--- config.mk ---
export PLATFORM = sky130hd
export DESIGN_NAME = hub_config_source_select
export DESIGN_NICKNAME = d
export VERILOG_FILES = /design/src/pkg/cfg_select_pkg.sv /design/src/logic/hub_config_source_select.sv
export SDC_FILE = /design/constraint.sdc
export NUM_CORES = 1
export LEC_CHECK = 0
export BUFFER_PORTS_ARGS = -buffer_cell sky130_fd_sc_hd__buf_2
export CAP_MARGIN = 20
export CORE_ASPECT_RATIO = 0.75
export CORE_MARGIN = 4
export CORE_UTILIZATION = 45
export CTS_CLUSTER_DIAMETER = 200
export DETAILED_ROUTE_END_ITERATION = 7
export GPL_TIMING_DRIVEN = 0
export PLACE_DENSITY = 0.75
export SYNTH_ARGS = -nofsm -noshare
export SYNTH_HDL_FRONTEND = slang
export SYNTH_SLANG_ARGS = --single-unit
--- constraint.sdc ---
create_clock -name clk_sys_in -period 1.63 [get_ports clk_sys_in]
set_clock_uncertainty 0.05 [all_clocks]
set_input_delay 0.0815 -clock clk_sys_in [delete_from_list [all_inputs] [get_ports clk_sys_in]]
set_output_delay 0.0815 -clock clk_sys_in [all_outputs]
set_load 0.1 [all_outputs]
--- src/pkg/cfg_select_pkg.sv ---
package cfg_select_pkg;

  // Configuration source, one-hot.
  typedef enum logic [4:0] {
    SRC_SMBUS_A   = 5'h01,
    SRC_SMBUS_B   = 5'h02,
    SRC_DEFAULT   = 5'h04,
    SRC_STRAPPED  = 5'h08,
    SRC_EEPROM    = 5'h10
  } cfg_source_e;

  // Reset sequencing state, one-hot.
  typedef enum logic [2:0] {
    ST_IN_RESET   = 3'h1,
    ST_SAMPLE     = 3'h2,
    ST_RUN        = 3'h4
  } seq_state_e;

  localparam logic [6:0] SMBUS_ADDR_A       = 7'h2C;
  localparam logic [6:0] SMBUS_ADDR_B       = 7'h2D;
  localparam logic [6:0] SMBUS_ADDR_RESET   = 7'h00;
  localparam cfg_source_e SOURCE_RESET      = SRC_DEFAULT;
  localparam int unsigned CLK_FREQ_MHZ      = 50;
  localparam int unsigned OSC_FREQ_MHZ      = 24;
  localparam int unsigned RESET_MIN_NS      = 1000;
  localparam int unsigned RESET_MIN_CYCLES  = (RESET_MIN_NS * CLK_FREQ_MHZ + 999) / 1000;
  localparam int unsigned RST_CNT_W         = 6;

endpackage : cfg_select_pkg

--- src/logic/hub_config_source_select.sv ---
`timescale 1ns/10ps
// Summary of operation
// - Select 00 gives SMBus slave, address 0101100.
// - Select 01 gives SMBus slave, address 0101101.
// - Select 10 gives defaults; bit2 adds straps.
// - Select 11 loads from serial EEPROM.
// - External reset is active low, holds chip.
// - Supply detect high means local power present.
// - 24MHz oscillator; crystal or external CMOS clock.
// - Select pins sampled at reset release.
// - Default mode samples straps at reset release.
module hub_config_source_select (
  // Clock and reset.
  input  wire logic                        clk_sys_in,
  input  wire logic                        reset_n_in,
  // Configuration select pins.
  input  wire logic                        cfg_source_bit0_in,
  input  wire logic                        cfg_source_bit1_in,
  input  wire logic                        cfg_source_bit2_in,
  // Strap pins.
  input  wire logic                        multi_translator_strap_in,
  input  wire logic                        gang_power_strap_in,
  input  wire logic                        local_supply_present_in,
  input  wire logic                        ext_clock_select_in,
  // Selection results.
  output logic                             chip_in_reset_out,
  output logic                             config_valid_out,
  output cfg_select_pkg::cfg_source_e      cfg_source_out,
  output logic                             smbus_slave_en_out,
  output logic [6:0]                       smbus_addr_out,
  output logic                             eeprom_load_en_out,
  output logic                             default_cfg_en_out,
  output logic                             strap_override_en_out,
  output logic                             multi_translator_en_out,
  output logic                             gang_power_en_out,
  output logic                             self_powered_out,
  output logic                             osc_driver_en_out,
  output logic                             reset_pulse_short_out
);
  import cfg_select_pkg::*;

  seq_state_e           state;
  seq_state_e           next_state;
  cfg_source_e          source;
  cfg_source_e          next_source;
  logic [6:0]           addr;
  logic [6:0]           next_addr;
  logic                 mtt;
  logic                 next_mtt;
  logic                 gang;
  logic                 next_gang;
  logic                 local_supply_present;
  logic                 next_local_supply_present;
  logic                 osc_drv;
  logic                 next_osc_drv;
  logic [RST_CNT_W-1:0] rst_cnt;
  logic [RST_CNT_W-1:0] next_rst_cnt;
  logic                 short_pulse;
  logic                 next_short_pulse;

  // Decoding happens in the cycle after release, from the pins seen in that same cycle.
  always_comb begin
    next_state       = state;
    next_source      = source;
    next_addr        = addr;
    next_mtt         = mtt;
    next_gang        = gang;
    next_local_supply_present    = local_supply_present;
    next_osc_drv     = osc_drv;
    next_rst_cnt     = rst_cnt;
    next_short_pulse = short_pulse;
    case (state)
      ST_IN_RESET: begin
        if (rst_cnt != RST_CNT_W'(RESET_MIN_CYCLES)) begin
          next_rst_cnt = rst_cnt + RST_CNT_W'(1);
        end
        next_state = ST_SAMPLE;
      end
      ST_SAMPLE: begin
        // Flags a reset that ended before the board held it long enough.
        next_short_pulse = (rst_cnt < RST_CNT_W'(RESET_MIN_CYCLES));
        next_local_supply_present    = local_supply_present_in;
        next_osc_drv     = ~ext_clock_select_in;
        case ({cfg_source_bit1_in, cfg_source_bit0_in})
          2'b00: begin
            next_source = SRC_SMBUS_A;
            next_addr   = SMBUS_ADDR_A;
          end
          2'b01: begin
            next_source = SRC_SMBUS_B;
            next_addr   = SMBUS_ADDR_B;
          end
          2'b10: begin
            next_source = cfg_source_bit2_in ? SRC_STRAPPED : SRC_DEFAULT;
            next_addr   = SMBUS_ADDR_RESET;
          end
          default: begin
            next_source = SRC_EEPROM;
            next_addr   = SMBUS_ADDR_RESET;
          end
        endcase
        next_mtt   = multi_translator_strap_in;
        next_gang  = gang_power_strap_in;
        next_state = ST_RUN;
      end
      ST_RUN: begin
        next_state = ST_RUN;
      end
      default: begin
        next_state = ST_IN_RESET;
      end
    endcase
  end

  // Reset low holds everything but the reset-length count; the second cycle high takes the samples.
  always_ff @(posedge clk_sys_in) begin
    if (!reset_n_in) begin
      state       <= ST_IN_RESET;
      short_pulse <= 1'b0;
      // The count restarts unless reset was already held, which covers the unknown power-up state.
      if (state == ST_IN_RESET) begin
        if (rst_cnt != RST_CNT_W'(RESET_MIN_CYCLES)) begin
          rst_cnt <= rst_cnt + RST_CNT_W'(1);
        end
      end else begin
        rst_cnt <= RST_CNT_W'(1);
      end
      source    <= SOURCE_RESET;
      addr      <= SMBUS_ADDR_RESET;
      mtt       <= 1'b0;
      gang      <= 1'b0;
      local_supply_present  <= 1'b0;
      osc_drv   <= 1'b1;
    end else begin
      state       <= next_state;
      short_pulse <= next_short_pulse;
      rst_cnt     <= (next_state == ST_RUN) ? next_rst_cnt : rst_cnt;
      source      <= next_source;
      addr        <= next_addr;
      mtt         <= next_mtt;
      gang        <= next_gang;
      local_supply_present    <= next_local_supply_present;
      osc_drv     <= next_osc_drv;
    end
  end

  // Output registers.
  always_ff @(posedge clk_sys_in) begin
    if (!reset_n_in) begin
      chip_in_reset_out       <= 1'b1;
      config_valid_out        <= 1'b0;
      cfg_source_out          <= SOURCE_RESET;
      smbus_slave_en_out      <= 1'b0;
      smbus_addr_out          <= SMBUS_ADDR_RESET;
      eeprom_load_en_out      <= 1'b0;
      default_cfg_en_out      <= 1'b0;
      strap_override_en_out   <= 1'b0;
      multi_translator_en_out <= 1'b0;
      gang_power_en_out       <= 1'b0;
      self_powered_out        <= 1'b0;
      osc_driver_en_out       <= 1'b1;
      reset_pulse_short_out   <= 1'b0;
    end else begin
      chip_in_reset_out       <= (state != ST_RUN);
      config_valid_out        <= (state == ST_RUN);
      cfg_source_out          <= source;
      smbus_slave_en_out      <= (state == ST_RUN) && (source == SRC_SMBUS_A ||
                                                       source == SRC_SMBUS_B);
      smbus_addr_out          <= addr;
      eeprom_load_en_out      <= (state == ST_RUN) && (source == SRC_EEPROM);
      default_cfg_en_out      <= (state == ST_RUN) && (source == SRC_DEFAULT ||
                                                       source == SRC_STRAPPED);
      strap_override_en_out   <= (state == ST_RUN) && (source == SRC_STRAPPED);
      multi_translator_en_out <= mtt;
      gang_power_en_out       <= gang;
      self_powered_out        <= local_supply_present;
      osc_driver_en_out       <= osc_drv;
      reset_pulse_short_out   <= short_pulse;
    end
  end
endmodule : hub_config_source_select

## Word level (Yosys, flattened, before mapping)

Cells that the tools add are included.

- Flip-flop bits (word level): 49
- Latch bits: 0
- Bits in writable memories: 0
- Bits in read-only memories: 0
- Bits of input ports: 9
- Output and inout bits: 23
- Logic and storage cells: 58
- Memories: 0

- $add $sub $neg: 1
- Multiply operators: 0
- Divide/modulo/power cells: 0
- Order comparisons: 1
- Equal/unequal tests: 15
- Shift operators: 0
- Muxes and demuxes: 9
- Bitwise gates (word level): 1
- Reduce and logical (&&, ||, !) cells: 9

Operators by type and width:

| cell | number |
|---|---|
| 6-bit 2-to-1 mux | 5 |
| 5-bit case mux with 3 select lines | 1 |
| 6-bit case mux with 2 select lines | 1 |
| 6-bit by 1-bit adder with 6-bit output, second input constant | 1 |
| 3-bit == test, second input constant | 2 |
| 6-bit < comparator, second input constant | 1 |
| 6-bit inequality test, second input constant | 1 |
| 3-bit case mux with 2 select lines | 1 |
| 5-bit by 1-bit == test with 1-bit output, second input constant | 1 |
| 5-bit by 2-bit == test with 1-bit output, second input constant | 1 |
| 5-bit by 3-bit == test with 1-bit output, second input constant | 1 |
| 5-bit by 4-bit == test with 1-bit output, second input constant | 1 |
| 5-bit == test, second input constant | 1 |
| 1-bit logical AND | 4 |
| 4-bit 2-to-1 mux | 1 |
| 2-bit by 1-bit inequality test with 1-bit output, second input constant | 2 |
| 3-bit by 1-bit == test with 1-bit output, second input constant | 1 |
| 3-bit by 2-bit == test with 1-bit output, second input constant | 1 |
| 3-bit inequality test, second input constant | 1 |
| 2-bit by 1-bit == test with 1-bit output, second input constant | 1 |
| 2-bit == test, second input constant | 1 |
| 2-bit zero test | 1 |
| 1-bit logical OR | 2 |
| 2-bit AND reduction | 1 |
| other kinds (2) | 2 |

## Logic depth before layout (Yosys ltp)

- Word-level depth: 6
- Depth in mapped cells: 5
- Depth with buffers taken out: 5

## Worst setup path after synthesis

Ideal clock, no wire load.

- Path kind: register to register
- Start: reg rst_cnt[0]
- End: reg rst_cnt[0], data pin
- Setup time: 254 ps
- Arrival: 1214 ps
- Required time: 1326 ps
- Path slack: 112 ps
- Stages on the path, launching flop included: 6
- Buffers on the path: 0
- Cells stage by stage: edfxtp_1 > inv_1 > ha_1 > nand4b_1 > or3_1 > a21o_1

- Word-level cells in the longest chain between the ends: 5

RTL lines:

| what | RTL line | text |
|---|---|---|
| from (decl) | hub_config_source_select.sv:56 | `logic [RST_CNT_W-1:0] rst_cnt;` |
| from (signal assigned) | hub_config_source_select.sv:123 | `rst_cnt <= rst_cnt + RST_CNT_W'(1);` |
| from (signal assigned) | hub_config_source_select.sv:137 | `rst_cnt <= (next_state == ST_RUN) ? next_rst_cnt : rst_cnt;` |
| 6-bit by 1-bit adder with 6-bit output / 6-bit inequality test (equally long branches) | n/a |  |
| 6-bit 2-to-1 mux * | hub_config_source_select.sv:74, hub_config_source_select.sv:122 |  |
| 6-bit 2-to-1 mux | hub_config_source_select.sv:72 | `case (state)` |
| 6-bit 2-to-1 mux | hub_config_source_select.sv:137 |  |
| 6-bit 2-to-1 mux * | hub_config_source_select.sv:117 | `if (!reset_n_in) begin` |

Mark *: on every way between the ends. The rest lies on a longest branch, timed or not. The select of a mux whose other input is x is not followed.
A chain may end at the register's enable or synchronous reset.

## Final worst setup path

Ends and elaborated chain as after synthesis.

==> impl_metrics.env <==
export IMPL_outcome="complete, no violations"
export IMPL_dp_hpwl_um=1790
export IMPL_antennaDiodeCount=0
export IMPL_fmax_mhz=631
export IMPL_num_vias=1037
export IMPL_synth_most_common_cell="dfxtp_1"
export IMPL_setup_viol=0
export IMPL_grt_start_max_net_pins=14
export IMPL_ys_warn_count=0
export IMPL_synth_cell_area_um2=1420
export IMPL_firstDrtPassIters=3
export IMPL_fin_nets=187
export IMPL_synth_cells=132
export IMPL_power_internal_mw=1.60
export IMPL_io_pins=32
export IMPL_arrival_ns=1.57
export IMPL_initial_utilization_pct=47.5
export IMPL_ir_worst_vdd_mv=0.788
export IMPL_die_h_um=56.6
export IMPL_synth_avg_cell_area_um2=10.7
export IMPL_htree_num_levels=2
export IMPL_startpoint="rst_cnt[0]"
export IMPL_timing_rr_start="rst_cnt[0]"
export IMPL_cts_tree="done"
export IMPL_period_share_pct=97.2
export IMPL_power_frac_comb_pct=26.8
export IMPL_synthTopCellsByArea="dfxtp_1 44%, edfxtp_1 13%, and2_1 4.0%"
export IMPL_io_buffers=28
export IMPL_place_area_um2=1610
export IMPL_core_area_um2=2980
export IMPL_route_detailed_drc=0
export IMPL_rows=17
export IMPL_root_buffer="clkbuf_8"
export IMPL_ys_ff_latch=37
export IMPL_cts_sinks=37
export IMPL_worstSetupEndpointType="flip-flop"
export IMPL_hold_slack_ns=0.0365
export IMPL_netlist_area_leader_share_pct=43.9
export IMPL_syn_to_final_growth_pct=24.0
export IMPL_utilization_pct=58.9
export IMPL_crit_path_max_fanout=4
export IMPL_fp_dieArea_um2=4120
export IMPL_hold_viol_final=0
export IMPL_setup_tns_ns=0
export IMPL_fin_crit_ns=1.58
export IMPL_totalPowerFinal_mw=2.43
export IMPL_cts_repair_resized=0
export IMPL_yosys_area_top_type="dfxtp_1"
export IMPL_power_density_nw_per_um2=1380
export IMPL_r2r_setup_slack_ns=0.05
export IMPL_yosys_cell_types_count=35
export IMPL_clockBufferDepth=2
export IMPL_post_drt_wl_per_cell_um=11.6
export IMPL_fp_dieW_um=72.8
export IMPL_ys_seq_area_share_pct=56.6
export IMPL_synthArstFlopShare_pct=0
export IMPL_path_class="flip-flop to flip-flop"
export IMPL_drive_gt1_share_pct=26.6
export IMPL_setup_worst_path_end="rst_cnt[0]"
export IMPL_vias_per_cell=4.82
export IMPL_design_area_um2=1760
export IMPL_globalplace_congestion=0.712
export IMPL_cts_buffers=5
export IMPL_final_cells=215
export IMPL_p_clk_share_pct=24.2
export IMPL_hp_class="primary input to flip-flop"
export IMPL_start_kind="flip-flop"
export IMPL_wirelength_um=2500
export IMPL_synth_commonest_cells="31 x dfxtp_1, 12 x nor2_1, 9 x and2_1"
export IMPL_drv_cap=0
export IMPL_pwr_share_seq_pct=49.1
export IMPL_pre_cts_ws_ns=0.0316
export IMPL_first_global_vias=971
export IMPL_switching_share_pct=34.0
export IMPL_antenna_found_initial=0
export IMPL_insertion_delay_ns=0.28
export IMPL_drt_iter0_drc=60
export IMPL_reg2reg_depth=5
export IMPL_fin_ws_ns=0.0454
export IMPL_synthFlopType="dfxtp_1"
export IMPL_drv_slew=0
export IMPL_post_place_cells=200
export IMPL_r2r_end="rst_cnt[0]"
export IMPL_p_sw_uw=824
export IMPL_synth_edf_count=6
export IMPL_cp_required_ns=1.62
export IMPL_track_usage_pct=13.5
export IMPL_grt_ovfl_total=0
export IMPL_total_leakage_power_nw=0.757
export IMPL_path_clk_slew_ns=0.06
export IMPL_grt_pass1_wl_um=4190
export IMPL_ant_nets=0
how the worst min path moves through the flow:
stage                        start           endpoint  cells past startpoint
2_1_floorplan   cfg_source_bit1_in            addr[3]                      1
3_3_place_gp   ext_clock_select_in            osc_drv                      2
3_5_place_dp   ext_clock_select_in            osc_drv                      2
4_1_cts                 reset_n_in  chip_in_reset_out                      2
5_1_grt                 reset_n_in  chip_in_reset_out                      2
6_report                reset_n_in  chip_in_reset_out                      2
cell usage in the layout, fill, tap and decap left out, types with 4 or more instances in the layout:
| cell | Yosys | routed |
|---|---|---|
| nand3_1 | 4 | 4 |
| o21ai_0 | 7 | 7 |
| clkbuf_8 | 0 | 5 |
| buf_2 | 2 | 30 |
| dfxtp_1 | 31 | 31 |
| buf_4 | 6 | 8 |
| a21oi_1 | 7 | 7 |
| nand2_1 | 7 | 7 |
| edfxtp_1 | 6 | 6 |
| nor2_1 | 12 | 12 |
| clkbuf_1 | 1 | 4 |
| and2_1 | 9 | 9 |
| dlygate4sd3_1 | 0 | 5 |
| or3_1 | 5 | 5 |
critical path, stage by stage (launching register included):
cell	delay, ns
edfxtp_1	0.42
inv_1	0.08
ha_1	0.14
nand4b_1	0.14
or3_1	0.33
a21o_1	0.18
power groups by stage:
stage	sequential, mW	clock, mW	combinational (mW)
4_1_cts	1.19	0.598	0.642
2_1_floorplan	1.35	0	0.363
3_5_place_dp	1.21	0	0.630
6_report	1.19	0.586	0.649
5_1_grt	1.21	0.654	0.706
3_3_place_gp	1.20	0	0.614
cells by family (layout without fill, tap and decap cells):
kind of cell    after synthesis  count (layout)  synth area share (%)
simple gates                 53              53                  23.8
flops                        37              37                  56.6
compound gates               20              20                  8.49
buf+inv                      14              57                  6.01
xor+xnor                      5               5                  3.10
fa+ha+maj                     2               2                  1.77
other cells                   1               3                 0.265
sequential cells by signal (all words and copies together), names as in the netlist, 3 cells and up:
name and count:
rst_cnt 6, cfg_source_out 5, state 3, source 5
per-layer routing:
metal,routed length (um),track usage [%]
met1,1120,16.4
met2,1140,20.1
met3,207,7.51
met4,38,4.74
met5,0,0
what timing repair did:
item | in CTS | in global routing
endpoints found under the setup margin | 0 | 1
hold endpoints to repair | 5 | 0
buffers inserted | 0 | 2
hold buffers | 5 | 0
layout make-up:
type                    instances  area, um2
flip-flops and latches         37        801
inverters                       4       15.0
well taps                      38       47.5
clock buffers                   8       80.1
fillers                       275       1220
plain buffers                  10       70.1
repair buffers                 35        205
multi-input cells              83        537
No activity file was read; power rests on OpenSTA's default activity.
